## src/rtl/ceau_pkg.sv

```systemverilog
// Package of constants and types for the effective address unit
package ceau_pkg;
  localparam int ADDR_W = 16;
  localparam int REG_NUM = 8;
  localparam int REG_SEL_W = 3;
  localparam logic [2:0] SP_REG = 3'h7;
  localparam logic [7:0] ABS8_HIGH = 8'hFF;
  localparam logic [7:0] IND8_HIGH = 8'h00;
  localparam logic [15:0] STEP_BYTE = 16'h0001;
  localparam logic [15:0] STEP_WORD = 16'h0002;
  localparam logic [15:0] WORD_ALIGN_MASK = 16'hFFFE;
  localparam int BITNO_W = 3;
  typedef enum logic [3:0] {
    CEAU_AM_REG_DIRECT,
    CEAU_AM_REG_INDIRECT,
    CEAU_AM_DISP16,
    CEAU_AM_POST_INC,
    CEAU_AM_PRE_DEC,
    CEAU_AM_ABS8,
    CEAU_AM_ABS16,
    CEAU_AM_IMM8,
    CEAU_AM_IMM16,
    CEAU_AM_PC_REL,
    CEAU_AM_MEM_IND
  } ceau_mode_t;
  typedef enum logic [4:0] {
    CEAU_OP_BYTE_MOVE,
    CEAU_OP_WORD_MOVE,
    CEAU_OP_PUSH,
    CEAU_OP_POP,
    CEAU_OP_WORD_ADD,
    CEAU_OP_WORD_SUB,
    CEAU_OP_WORD_COMPARE,
    CEAU_OP_ADD_SMALL_CONST,
    CEAU_OP_SUB_SMALL_CONST,
    CEAU_OP_UNSIGNED_MULTIPLY,
    CEAU_OP_UNSIGNED_DIVIDE,
    CEAU_OP_BYTE_ADD,
    CEAU_OP_ADD_WITH_CARRY,
    CEAU_OP_SUBTRACT_WITH_BORROW,
    CEAU_OP_BYTE_COMPARE,
    CEAU_OP_LOGIC_IMM,
    CEAU_OP_ALU_OTHER,
    CEAU_OP_BIT_SET,
    CEAU_OP_BIT_CLEAR,
    CEAU_OP_BIT_INVERT,
    CEAU_OP_BIT_TEST,
    CEAU_OP_BIT_OTHER,
    CEAU_OP_JUMP,
    CEAU_OP_SUBROUTINE_CALL,
    CEAU_OP_COND_BRANCH,
    CEAU_OP_BRANCH_TO_SUBROUTINE
  } ceau_op_t;
endpackage : ceau_pkg

```

## src/rtl/ceau_reg_if.sv

```systemverilog
// Interface between the address unit and its register file
`timescale 1ns/1ps
interface ceau_reg_if;
  logic [2:0] rd_sel;
  logic [15:0] rd_data;
  logic wr_en;
  logic [2:0] wr_sel;
  logic [15:0] wr_data;
  modport owner (input rd_sel, input wr_en, input wr_sel, input wr_data, output rd_data);
  modport user (output rd_sel, output wr_en, output wr_sel, output wr_data, input rd_data);
endinterface : ceau_reg_if

```

## src/rtl/ceau_regfile.sv

```systemverilog
// Register file holding the eight 16-bit general registers
`timescale 1ns/1ps
module ceau_regfile #(
  parameter int NUM = 8
) (
  // Clock and reset
  input wire logic sys_clk_i,
  input wire logic rst_i,
  // Access port
  ceau_reg_if.owner rf
);
  logic [15:0] regs [NUM];
  logic [15:0] rd_q;

  initial begin
    if (NUM != 8) begin
      $error("ceau_regfile: NUM must be 8");
    end
  end

  assign rf.rd_data = rd_q;

  // Read data are registered; the reset value is zero for determinism only
  always_ff @(posedge sys_clk_i) begin
    if (rst_i) begin
      rd_q <= 16'h0000;
    end else begin
      rd_q <= regs[rf.rd_sel];
    end
  end

  generate
    for (genvar i = 0; i < NUM; i++) begin : g_reg
      always_ff @(posedge sys_clk_i) begin
        if (rst_i) begin
          regs[i] <= 16'h0000;
        end else if (rf.wr_en && rf.wr_sel == 3'(i)) begin
          regs[i] <= rf.wr_data;
        end
      end
    end
  endgenerate
endmodule : ceau_regfile

```

## src/rtl/ceau_top.sv

```systemverilog
// Effective address generation and addressing-mode check for the CPU core
// Notes on behaviour
// - Register direct takes operand from selected 8- or 16-bit register.
// - Only word move/add/sub/compare, push/pop, small-const, multiply, divide use 16-bit.
// - Register indirect uses selected 16-bit register as address.
// - Displacement: bytes 3-4 added to register; moves only.
// - Post-increment: access at register, then add 1 byte or 2 word.
// - Pre-decrement: subtract 1 or 2 first, use and keep result.
// - Post-increment for loads, pre-decrement for stores.
// - 8-bit absolute forces upper byte to ones.
// - Abs8 only byte move and bit ops; abs16 moves, jump, call.
// - Imm8 from byte 2, imm16 from bytes 3-4, word move only.
// - Small-constant add and subtract imply 1 or 2.
// - Bit number is 3 bits from byte 2 or byte 4.
// - PC-relative sign-extends byte 2 and adds to PC.
// - Memory indirect reads word at zero-page byte address as target.
// - Odd branch target or word-move address has bit 0 cleared.
// - ALU ops register direct only; some byte ops allow immediate.
// - Data transfer allows all modes but PC-relative and memory indirect.
// - Bit ops: direct, indirect or abs8; bit number immediate or register.
// - Memory indirect for jump and call; PC-relative for branches.
// - Push is word store pre-decrement, pop word load post-increment of SP.
// - Register 7 is the implicit stack pointer.
`timescale 1ns/1ps
module ceau_top
  import ceau_pkg::*;
#(
  parameter int AW = 16
) (
  // Clock and reset
  input wire logic sys_clk_i,
  input wire logic rst_i,
  // Decoded instruction from the decoder
  input wire logic req_valid_i,
  input wire ceau_pkg::ceau_op_t op_i,
  input wire ceau_pkg::ceau_mode_t mode_i,
  input wire logic [2:0] reg_sel_i,
  input wire logic reg_low_byte_i,
  input wire logic store_i,
  input wire logic [7:0] ibyte2_i,
  input wire logic [7:0] ibyte4_i,
  input wire logic [15:0] iword2_i,
  input wire logic bitno_from_reg_i,
  input wire logic bitno_in_byte4_i,
  input wire logic [2:0] bitno_reg_sel_i,
  input wire logic small_const_two_i,
  input wire logic [15:0] pc_i,
  // Memory word read for memory indirect
  input wire logic [15:0] mem_rdata_i,
  input wire logic mem_ack_i,
  // Register write from the execute stage
  input wire logic exe_wr_en_i,
  input wire logic [2:0] exe_wr_sel_i,
  input wire logic [15:0] exe_wr_data_i,
  // Results
  output logic done_o,
  output logic illegal_o,
  output logic [15:0] ea_o,
  output logic ea_is_mem_o,
  output logic ea_is_branch_o,
  output logic word_op_o,
  output logic [15:0] operand_o,
  output logic [2:0] bitno_o,
  output logic busy_o,
  // Memory request for memory indirect
  output logic mem_req_o,
  output logic [15:0] mem_addr_o
);
  import ceau_pkg::*;

  if (AW != ADDR_W) begin : g_aw_check
    $error("ceau_top: AW must be 16");
  end

  // ----------------------------------------------------------------
  // State
  // ----------------------------------------------------------------
  typedef enum logic [2:0] {ST_IDLE, ST_READ, ST_CALC, ST_BITREG, ST_MEMIND, ST_DONE} ceau_state_t;

  ceau_state_t state, next_state;

  ceau_op_t op_q;
  ceau_mode_t mode_q;
  logic [2:0] sel_q, bit_sel_q;
  logic low_q, store_q, bit_reg_q, bit_b4_q, two_q;
  logic [7:0] b2_q, b4_q;
  logic [15:0] w2_q, pc_q, base_q;

  ceau_reg_if rf ();

  ceau_regfile #(.NUM(REG_NUM)) u_regfile (
    .sys_clk_i(sys_clk_i),
    .rst_i(rst_i),
    .rf(rf)
  );

  // ----------------------------------------------------------------
  // Mode legality
  // ----------------------------------------------------------------
  wire is_move = (op_q == CEAU_OP_BYTE_MOVE) || (op_q == CEAU_OP_WORD_MOVE);
  wire is_stack = (op_q == CEAU_OP_PUSH) || (op_q == CEAU_OP_POP);
  wire is_bit_reg_ok = (op_q == CEAU_OP_BIT_SET) || (op_q == CEAU_OP_BIT_CLEAR) ||
                       (op_q == CEAU_OP_BIT_INVERT) || (op_q == CEAU_OP_BIT_TEST);
  wire is_bit = is_bit_reg_ok || (op_q == CEAU_OP_BIT_OTHER);
  wire is_jump_call = (op_q == CEAU_OP_JUMP) || (op_q == CEAU_OP_SUBROUTINE_CALL);
  wire is_rel_branch = (op_q == CEAU_OP_COND_BRANCH) ||
                       (op_q == CEAU_OP_BRANCH_TO_SUBROUTINE);
  wire is_small_const = (op_q == CEAU_OP_ADD_SMALL_CONST) ||
                        (op_q == CEAU_OP_SUB_SMALL_CONST);
  wire is_alu_imm = (op_q == CEAU_OP_BYTE_ADD) || (op_q == CEAU_OP_ADD_WITH_CARRY) ||
                    (op_q == CEAU_OP_SUBTRACT_WITH_BORROW) ||
                    (op_q == CEAU_OP_BYTE_COMPARE) || (op_q == CEAU_OP_LOGIC_IMM);
  // Word width for register operands and memory moves
  wire word_op = (op_q == CEAU_OP_WORD_MOVE) || is_stack || (op_q == CEAU_OP_WORD_ADD) ||
                 (op_q == CEAU_OP_WORD_SUB) || (op_q == CEAU_OP_WORD_COMPARE) ||
                 is_small_const || (op_q == CEAU_OP_UNSIGNED_MULTIPLY) ||
                 (op_q == CEAU_OP_UNSIGNED_DIVIDE);

  // Post-increment only on loads, pre-decrement only on stores
  wire legal_incdec = is_move && ((mode_q == CEAU_AM_POST_INC && !store_q) ||
                      (mode_q == CEAU_AM_PRE_DEC && store_q));
  wire legal_move = (mode_q == CEAU_AM_REG_DIRECT) || (mode_q == CEAU_AM_REG_INDIRECT) ||
                    (mode_q == CEAU_AM_DISP16) || legal_incdec ||
                    (mode_q == CEAU_AM_ABS8 && op_q == CEAU_OP_BYTE_MOVE) ||
                    (mode_q == CEAU_AM_ABS16) || (mode_q == CEAU_AM_IMM8) ||
                    (mode_q == CEAU_AM_IMM16 && op_q == CEAU_OP_WORD_MOVE);
  wire legal_stack = (op_q == CEAU_OP_PUSH) ? (mode_q == CEAU_AM_PRE_DEC) :
                     (mode_q == CEAU_AM_POST_INC);
  wire legal_bit = (mode_q == CEAU_AM_REG_DIRECT) || (mode_q == CEAU_AM_REG_INDIRECT) ||
                   (mode_q == CEAU_AM_ABS8);
  wire legal_bitno = !bit_reg_q || is_bit_reg_ok;
  wire legal_jump = (mode_q == CEAU_AM_REG_INDIRECT) || (mode_q == CEAU_AM_ABS16) ||
                    (mode_q == CEAU_AM_MEM_IND);
  wire legal_alu = (mode_q == CEAU_AM_REG_DIRECT) ||
                   (mode_q == CEAU_AM_IMM8 && is_alu_imm);

  logic legal;
  always_comb begin
    legal = 1'b0;
    if (is_move) begin
      legal = legal_move;
    end else if (is_stack) begin
      legal = legal_stack;
    end else if (is_bit) begin
      legal = legal_bit && legal_bitno;
    end else if (is_jump_call) begin
      legal = legal_jump;
    end else if (is_rel_branch) begin
      legal = (mode_q == CEAU_AM_PC_REL);
    end else begin
      legal = legal_alu;
    end
  end

  // ----------------------------------------------------------------
  // Address arithmetic, all 16 bits wide so sums wrap
  // ----------------------------------------------------------------
  wire [15:0] step = word_op ? STEP_WORD : STEP_BYTE;
  wire [15:0] disp_sum = base_q + w2_q;
  wire [15:0] dec_val = base_q - step;
  wire [15:0] inc_val = base_q + step;
  wire [15:0] rel_ext = {{8{b2_q[7]}}, b2_q};
  // Odd displacements are not screened; software keeps them even
  wire [15:0] rel_sum = pc_q + rel_ext;
  wire [15:0] abs8_addr = {ABS8_HIGH, b2_q};
  wire [15:0] ind8_addr = {IND8_HIGH, b2_q};
  wire [7:0] reg_byte = low_q ? base_q[7:0] : base_q[15:8];
  wire [15:0] small_const = two_q ? STEP_WORD : STEP_BYTE;

  logic [15:0] raw_ea, next_operand;
  logic is_mem, is_branch;
  always_comb begin
    raw_ea = 16'h0000;
    is_mem = 1'b0;
    is_branch = 1'b0;
    next_operand = 16'h0000;
    case (mode_q)
      CEAU_AM_REG_DIRECT: begin
        next_operand = word_op ? base_q : {8'h00, reg_byte};
        if (is_small_const) begin
          next_operand = small_const;
        end
      end
      CEAU_AM_REG_INDIRECT, CEAU_AM_POST_INC: begin
        raw_ea = base_q;
        is_mem = !is_jump_call;
        is_branch = is_jump_call;
      end
      CEAU_AM_DISP16: begin
        raw_ea = disp_sum;
        is_mem = 1'b1;
      end
      CEAU_AM_PRE_DEC: begin
        raw_ea = dec_val;
        is_mem = 1'b1;
      end
      CEAU_AM_ABS8: begin
        raw_ea = abs8_addr;
        is_mem = 1'b1;
      end
      CEAU_AM_ABS16: begin
        raw_ea = w2_q;
        is_mem = !is_jump_call;
        is_branch = is_jump_call;
      end
      CEAU_AM_IMM8: begin
        next_operand = {8'h00, b2_q};
      end
      CEAU_AM_IMM16: begin
        next_operand = w2_q;
      end
      CEAU_AM_PC_REL: begin
        raw_ea = rel_sum;
        is_branch = 1'b1;
      end
      CEAU_AM_MEM_IND: begin
        raw_ea = mem_rdata_i;
        is_branch = 1'b1;
      end
      default: begin
        raw_ea = 16'h0000;
      end
    endcase
  end

  // Word accesses and branch targets drop bit 0
  wire align = is_branch || (is_mem && word_op);
  wire [15:0] final_ea = align ? (raw_ea & WORD_ALIGN_MASK) : raw_ea;
  wire upd_base = legal && ((mode_q == CEAU_AM_POST_INC) || (mode_q == CEAU_AM_PRE_DEC));
  wire [15:0] upd_val = (mode_q == CEAU_AM_POST_INC) ? inc_val : dec_val;
  wire [2:0] bitno_imm = bit_b4_q ? b4_q[2:0] : b2_q[2:0];
  wire req_stack = (op_i == CEAU_OP_PUSH) || (op_i == CEAU_OP_POP);
  wire [2:0] stack_sel = req_stack ? SP_REG : reg_sel_i;

  // ----------------------------------------------------------------
  // Register file access
  // ----------------------------------------------------------------
  wire calc_write = (state == ST_CALC) && upd_base;
  assign rf.rd_sel = (state == ST_CALC) ? bit_sel_q : (state == ST_IDLE) ? stack_sel : sel_q;
  assign rf.wr_en = calc_write || (exe_wr_en_i && !calc_write);
  assign rf.wr_sel = calc_write ? sel_q : exe_wr_sel_i;
  assign rf.wr_data = calc_write ? upd_val : exe_wr_data_i;

  // ----------------------------------------------------------------
  // Sequencing
  // ----------------------------------------------------------------
  wire need_bitreg = is_bit && bit_reg_q && legal;
  wire need_memind = (mode_q == CEAU_AM_MEM_IND) && legal;

  always_comb begin
    next_state = state;
    case (state)
      ST_IDLE: begin
        if (req_valid_i) begin
          next_state = ST_READ;
        end
      end
      ST_READ: begin
        next_state = ST_CALC;
      end
      ST_CALC: begin
        if (need_bitreg) begin
          next_state = ST_BITREG;
        end else if (need_memind) begin
          next_state = ST_MEMIND;
        end else begin
          next_state = ST_DONE;
        end
      end
      ST_BITREG: begin
        next_state = ST_DONE;
      end
      ST_MEMIND: begin
        if (mem_ack_i) begin
          next_state = ST_DONE;
        end
      end
      default: begin
        next_state = ST_IDLE;
      end
    endcase
  end

  assign busy_o = (state != ST_IDLE);
  assign mem_req_o = (state == ST_MEMIND);
  assign mem_addr_o = ind8_addr & WORD_ALIGN_MASK;

  always_ff @(posedge sys_clk_i) begin
    if (rst_i) begin
      state <= ST_IDLE;
    end else begin
      state <= next_state;
    end
  end

  // Request capture; the stack forms force the stack pointer
  always_ff @(posedge sys_clk_i) begin
    if (rst_i) begin
      op_q <= CEAU_OP_BYTE_MOVE;
      mode_q <= CEAU_AM_REG_DIRECT;
      sel_q <= 3'h0;
      low_q <= 1'b0;
      store_q <= 1'b0;
      b2_q <= 8'h00;
      b4_q <= 8'h00;
      w2_q <= 16'h0000;
      bit_reg_q <= 1'b0;
      bit_b4_q <= 1'b0;
      bit_sel_q <= 3'h0;
      two_q <= 1'b0;
      pc_q <= 16'h0000;
    end else if (state == ST_IDLE && req_valid_i) begin
      op_q <= op_i;
      mode_q <= mode_i;
      sel_q <= stack_sel;
      low_q <= reg_low_byte_i;
      store_q <= (op_i == CEAU_OP_PUSH) ? 1'b1 : (op_i == CEAU_OP_POP) ? 1'b0 : store_i;
      b2_q <= ibyte2_i;
      b4_q <= ibyte4_i;
      w2_q <= iword2_i;
      bit_reg_q <= bitno_from_reg_i;
      bit_b4_q <= bitno_in_byte4_i;
      bit_sel_q <= bitno_reg_sel_i;
      two_q <= small_const_two_i;
      pc_q <= pc_i;
    end
  end

  always_ff @(posedge sys_clk_i) begin
    if (rst_i) begin
      base_q <= 16'h0000;
    end else if (state == ST_READ) begin
      base_q <= rf.rd_data;
    end
  end

  // ----------------------------------------------------------------
  // Result registers
  // ----------------------------------------------------------------
  always_ff @(posedge sys_clk_i) begin
    if (rst_i) begin
      done_o <= 1'b0;
      illegal_o <= 1'b0;
      ea_o <= 16'h0000;
      ea_is_mem_o <= 1'b0;
      ea_is_branch_o <= 1'b0;
      word_op_o <= 1'b0;
      operand_o <= 16'h0000;
      bitno_o <= 3'h0;
    end else begin
      done_o <= (next_state == ST_DONE) && (state != ST_DONE);
      if (state == ST_CALC) begin
        illegal_o <= !legal;
        ea_o <= final_ea;
        ea_is_mem_o <= is_mem && legal;
        ea_is_branch_o <= is_branch && legal;
        word_op_o <= word_op;
        operand_o <= next_operand;
        bitno_o <= bitno_imm;
      end else if (state == ST_BITREG) begin
        bitno_o <= rf.rd_data[BITNO_W-1:0];
      end else if (state == ST_MEMIND && mem_ack_i) begin
        ea_o <= final_ea;
      end
    end
  end
endmodule : ceau_top

```

## config.mk

```make
export PLATFORM = sky130hd
export DESIGN_NAME = ceau_top
export DESIGN_NICKNAME = d
export VERILOG_FILES = /design/src/rtl/ceau_pkg.sv /design/src/rtl/ceau_reg_if.sv /design/src/rtl/ceau_regfile.sv /design/src/rtl/ceau_top.sv
export SDC_FILE = /design/constraint.sdc
export NUM_CORES = 1
export LEC_CHECK = 0
export BUFFER_PORTS_ARGS = -buffer_cell sky130_fd_sc_hd__buf_2
export CAP_MARGIN = 10
export CORE_MARGIN = 5
export CORE_UTILIZATION = 47
export DETAILED_ROUTE_END_ITERATION = 7
export PLACE_DENSITY_LB_ADDON = 0.15
export SYNTH_ARGS = -nofsm -noshare
export SYNTH_HDL_FRONTEND = slang
export SYNTH_HIERARCHICAL = 1
export SYNTH_SLANG_ARGS = --single-unit
export TNS_END_PERCENT = 1
```

## constraint.sdc

```tcl
create_clock -name sys_clk_i -period 6.6 [get_ports sys_clk_i]
set_input_delay 0.99 -clock sys_clk_i [delete_from_list [all_inputs] [get_ports sys_clk_i]]
set_output_delay 0.99 -clock sys_clk_i [all_outputs]
set_load 0.005 [all_outputs]
```

* Yosys cells after proc, flatten, opt, wreduce, memory -nomap -nowiden
Memory sizes are Yosys's and may differ from the RTL's. A register that Yosys moved wholly into a read port is not among the register bits. Cells that the tools add are included.
Word-level totals: register bits after elaboration 122, latch bits 0, bits in writable memories 128, memory bits (read-only) 0, output and inout bits 58, logic and storage cells 236, memories kept 1
Cells by class: $add $sub $neg 4, $mul 0, div/mod/pow operators 0, order comparisons 0, equal/unequal tests 50, shift-type cells 0, multiplexer cells 69, bitwise gates (word level) 8, reductions and logical operators 81
Memories:
- u_regfile.regs | words 8, bits a word 16, read ports 1, clocked after memory_dff 1, write ports 8, RTL line ceau_regfile.sv:12 | logic [15:0] regs [NUM];
Operator list (number):
- $mux W16 | 15
- $pmux W16 S7 | 1
- $pmux W16 S3 | 1
- $eq A5 B5 Y1 const B | 9
- $eq A5 B4 Y1 const B | 8
- $logic_or A1 B1 Y1 | 37
- $mux W1 | 36
- $add A16 B16 Y16 | 2
- $mux W3 | 10
- $logic_and A1 B1 Y1 | 27
- $eq A5 B2 Y1 const B | 4
- $eq A5 B3 Y1 const B | 4
- $eq A3 B3 Y1 const B | 6
- $add A16 B2 Y16 | 1
- $eq A4 B3 Y1 const B | 4
- $sub A16 B2 Y16 | 1
- $pmux W3 S5 | 1
- $eq A3 B2 Y1 const B | 4
- $eq A4 B4 Y1 const B | 3
- $eq A4 B2 Y1 const B | 2
- $mux W8 | 1
- $or A1 B1 Y1 | 8
- $eq A3 B1 Y1 const B | 2
- $logic_not A3 Y1 | 2
- 14 further kinds | 23

* Depth between registers and ports, before layout
depth after elaboration 22, gate-level depth with buffers 14, gate-level depth less buffers 13

* Modules after synthesis
Netlist, hierarchy kept.
Modules (own cells, without submodules):
- ceau_top | instances 1, cells an instance 1118, area an instance 8560.7 µm²
- ceau_regfile | instances 1, cells an instance 380, area an instance 6185.9 µm²

* Least setup slack after synthesis
OpenSTA, ideal clock, no wires.
kind register to register, start point reg op_q[2], end point mem u_regfile.regs[4][0] (enable), setup time 0.411 ns, arrival 3.633 ns, setup slack 2.556 ns, cell stages (with the launch flop) 11, buffers on the path 2, cells stage by stage dfxtp_1 buf_2 nor3_2 a2111o_1 a221oi_1 o32a_2 o211ai_2 buf_6 mux2_1 nand2b_1 o21ai_0
RTL lines:
- from (decl) | RTL line ceau_top.sv:82 | ceau_op_t op_q;
- from (signal assigned) | RTL line ceau_top.sv:313 | op_q <= op_i;
- to (decl) | RTL line ceau_regfile.sv:12

==> summary.md <==
| Metric | Value |
|---|---|
| Result of the run | `completed` |
| Share of cells above drive strength 1 | `0.194` |
| Global placer's final weighted congestion | `0.938` |
| Cell internal power dissipation | `around 3.2 mW` |
| Count of buffers inserted at the top-level ports | `151` |
| Routed WL per cell | `22.1 µm` |
| Pins Over Slew Limit | `0` |
| Hold/Removal Path Class | `reg -> reg` |
| Area of the core | `0.0307 mm²` |
| Buffers from clock root to sink, at most | `3` |
| Largest net degree at the start of global routing | `95` |
| Crit path buffers/inverters | `1` |
| Post-CTS resize count | `0` |
| Normalized max-slew margin | `0.203` |
| Largest fanout on the critical path | `25` |
| Worst endpoint data arrival time | `just over 5000 ps` |
| Post-detailed-routing wire length | `44.5 mm` |
| Final hold violation count | `0` |
| Via count of the first global-routing pass | `11,400` |
| Area growth from synthesis to final layout | `13.3%` |
| Critical path data required time | `6850 ps` |
| Average size of a mapped cell | `9.84 µm²` |
| Number of buffers created by CTS | `29` |
| Num ports | `166` |
| Post-Synthesis Cells | `1,498` |
| Worst clock skew | `21.3 ps` |
| Cell variety after synth | `94` |
| Type of element launching the critical path | `flip-flop` |
| Hold buffers post-CTS | `0` |
| Startpoint-to-endpoint class of the critical path | `reg -> reg` |
| Clock input transition at the sequential cells of the worst setup and hold paths | `60 ps` |
| Setup repair after global routing missed its margin | `no` |
| Share of the yosys chip area belonging to registers | `0.448` |
| Clock root buffer master | `sky130_fd_sc_hd__clkbuf_16` |
| Share of power burned in combinational logic | `0.203` |
| Total setup violations reported at the end of the flow | `0` |
| Detailed-route via count | `11,900` |
| Number of max-capacitance violations reported | `0` |
| Primary flip-flop cell chosen by synthesis mapping | `sky130_fd_sc_hd__dfxtp_1` |
| X dimension of the die | `between 150 and 200 µm` |
| Postcts setup bufs | `0` |
| Worst skew pair latency | `570 ps` |
| Worst path cell trace | `nand4bb_1 > nand2_1 > o311ai_1 > a2bb2oi_1 > o32a_2 > o211ai_2 > mux2_1 > nand2b_1 > o21ai_1 > buf_4` |
| Fmax | `just over 200 MHz` |
| Number of antenna diodes | `0` |
| Gate family responsible for the most delay along the worst path | `compound AO/OA/AOI/OAI gates` |
| Proportion of total power due to net switching | `0.291` |
| Count of routing violations after the opening detailed-route iteration | `1,004` |
| Post-Route Utilization | `0.543` |
| Net count reported at finish | `~1,700` |
| TritonCTS clock tree | `yes` |
| Cell leakage power | `6.70 nW` |
| Count of warnings emitted by yosys | `6` |
| Vias per Instance | `approximately 5.9` |
| Antenna violations before repair | `0` |
| Power per Cell Area | `268 mW/mm²` |
| Worst slew pin tran | `approximately 1200 ps` |
| Overall overflow remaining after global route | `0` |
| Post-synth ARST share | `0` |
| Clk network pwr share | `0.367` |
| Peak supply drop | `0.000219 V` |
| CP max stage cell | `sky130_fd_sc_hd__dfxtp_1` |
| Die area | `between 0.03 and 0.04 mm²` |
| Share of the clock period used by the worst path | `0.737` |
| Length of the first detailed-routing pass in iterations | `6` |
| Sinks on the clock net | `between 200 and 300` |
| Number of levels in the clock H-tree | `1` |
| Net load switching power | `1.30 mW` |
| Die height | `187 µm` |
| Number of synthesized flops with an enable pin | `128` |
| Effective utilization at floorplan | `0.480` |
| Placement row count | `64` |
| Cell area after synthesis | `0.0147 mm²` |
| Flop pwr share | `0.431` |
| Final antenna-violating net count | `0` |
| DRC violation count after routing | `0` |
| Crit-path max cell delay | `900 ps` |
| Category of the worst setup path capture point | `flip-flop` |
| First-pass GRT wire length | `roughly 68 mm` |
| Sum of negative setup slack | `0 ps` |
| Yosys reg bits | `266` |
| Gr usage total | `0.243` |
| Shortest period the worst path allows | `about 4900 ps` |
| Post-DP HPWL | `31.3 mm` |
[cell type report]
class	instances	area, µm²
sequential	266	6610
tap	396	495
clock inverter	9	134
clock buffer	45	826
fill	2875	14000
inverter	14	57.6
multi-input combinational	1103	7580
timing repair buffer	185	1010
[sequential cells by signal, indices dropped and copies added (netlist names), 4 cells and up]
name,flops
u_regfile/rf.rd_data,16
b2_q,8
pc_q,16
u_regfile/regs,128
ea_o,16
op_q,5
mode_q,4
operand_o,16
base_q,16
w2_q,16
[path summary, 6_finish.rpt]
kind	startpoint	end	slack (ps)	cells past startpoint
setup / recovery	mode_q[0]$_SDFFE_PP0P_	u_regfile/regs[6][6]$_SDFFCE_PN0P_	1740	10
hold / removal	u_regfile/rf.rd_data[14]$_SDFF_PP0_	base_q[14]$_SDFFE_PP0P_	420	2
setup reg to reg	mode_q[0]$_SDFFE_PP0P_	u_regfile/regs[6][6]$_SDFFCE_PN0P_	1740	10
hold reg to reg	u_regfile/rf.rd_data[14]$_SDFF_PP0_	base_q[14]$_SDFFE_PP0P_	420	2
[per-stage QoR]
| step | setup WS [ps] | hold WS, ps | power [mW] | area [µm²] | std cells |
|---|---|---|---|---|---|
| finish | 1740 | 421 | 4.48 | 16700 | 2018 |
| global route | 1590 | 440 | 4.67 | 16700 | 2018 |
| CTS | 1800 | 425 | 4.51 | 16700 | 2018 |
| detailed placement | 1820 | 427 | 2.87 | 15700 | 1964 |
| global placement | 1930 | 422 | 2.86 | 15700 | 1964 |
| floorplan | 2560 | 417 | 2.58 | 14800 | 1506 |
[cell usage after synthesis (9+ instances only)]
library cell               count  area (µm²)
sky130_fd_sc_hd__a211oi_1     15         113
sky130_fd_sc_hd__a21o_1       15         113
sky130_fd_sc_hd__a21oi_1     128         641
sky130_fd_sc_hd__a221oi_1     10        87.6
sky130_fd_sc_hd__a22o_1       14         123
sky130_fd_sc_hd__a22oi_1      41         308
sky130_fd_sc_hd__a31oi_1      10        62.6
sky130_fd_sc_hd__and2_1      133         832
sky130_fd_sc_hd__buf_2        23         115
sky130_fd_sc_hd__buf_4        19         143
sky130_fd_sc_hd__clkbuf_1     68         255
sky130_fd_sc_hd__dfxtp_1     138        2760
sky130_fd_sc_hd__edfxtp_1    128        3840
sky130_fd_sc_hd__ha_1         32         400
sky130_fd_sc_hd__inv_1        13        48.8
sky130_fd_sc_hd__mux2_4       16         240
sky130_fd_sc_hd__mux2i_1      32         320
sky130_fd_sc_hd__mux4_2       32         721
sky130_fd_sc_hd__nand2_1     227         852
sky130_fd_sc_hd__nand2b_1     11        68.8
sky130_fd_sc_hd__nand3_1      16        80.1
sky130_fd_sc_hd__nor2_1       78         293
sky130_fd_sc_hd__nor3_1       22         110
sky130_fd_sc_hd__nor3b_1       9        67.6
sky130_fd_sc_hd__o211ai_1     10        75.1
sky130_fd_sc_hd__o21ai_0      52         260
sky130_fd_sc_hd__o31ai_1      10        75.1
sky130_fd_sc_hd__xnor2_1      18         158
sky130_fd_sc_hd__xor2_1       26         228
[power by group through the flow]
stage               combinational [mW]  sequential, mW  clock (mW)
floorplan                        0.683            1.90           0
global placement                 0.899            1.96           0
detailed placement               0.903            1.96           0
CTS                              0.908            1.93        1.68
global route                     0.988            1.94        1.75
finish                           0.907            1.93        1.64
[metal layers]
layer,vias to the layer above,track usage,wire [µm]
met3,69,0.0334,2940
li1,5641,-,-
met4,0,0.0640,1250
met1,5745,0.324,18600
met2,443,0.420,21800
met5,-,0,0
[cell usage in the layout, fill, tap and decap left out, types with 16 or more instances in the layout]
master and n:
sky130_fd_sc_hd__mux2i_1 32, sky130_fd_sc_hd__and2_1 133, sky130_fd_sc_hd__nand3_1 16, sky130_fd_sc_hd__a21oi_1 128, sky130_fd_sc_hd__clkbuf_16 29, sky130_fd_sc_hd__a22oi_1 41
sky130_fd_sc_hd__nand2_1 226, sky130_fd_sc_hd__buf_4 35, sky130_fd_sc_hd__dfxtp_1 138, sky130_fd_sc_hd__xor2_1 26, sky130_fd_sc_hd__o21ai_0 43, sky130_fd_sc_hd__ha_1 32
sky130_fd_sc_hd__nor2_1 78, sky130_fd_sc_hd__mux4_2 32, sky130_fd_sc_hd__xnor2_1 18, sky130_fd_sc_hd__mux2_4 16, sky130_fd_sc_hd__buf_2 150, sky130_fd_sc_hd__nor3_1 21
sky130_fd_sc_hd__edfxtp_1 128
[kinds of logic after synthesis]
family,after synthesis,share of synthesized area
muxes,82,0.0884
adders and majority gates,35,0.0312
AOI/OAI and AO/OA,364,0.163
and+or+nand+nor,569,0.197
xor gates and xnor gates,44,0.0261
DFF,266,0.448
other,1,0.000254
buffers and inverters,137,0.0454
[worst reg2reg max path, cell delays in order, from the launching register on]
cell,delay (ps)
sky130_fd_sc_hd__dfxtp_1,900
sky130_fd_sc_hd__nand4bb_1,610
sky130_fd_sc_hd__nand2_1,230
sky130_fd_sc_hd__o311ai_1,120
sky130_fd_sc_hd__a2bb2oi_1,180
sky130_fd_sc_hd__o32a_2,250
sky130_fd_sc_hd__o211ai_2,360
sky130_fd_sc_hd__mux2_1,590
sky130_fd_sc_hd__nand2b_1,280
sky130_fd_sc_hd__o21ai_1,650
sky130_fd_sc_hd__buf_4,360
Power figures use the tool's default switching activity.
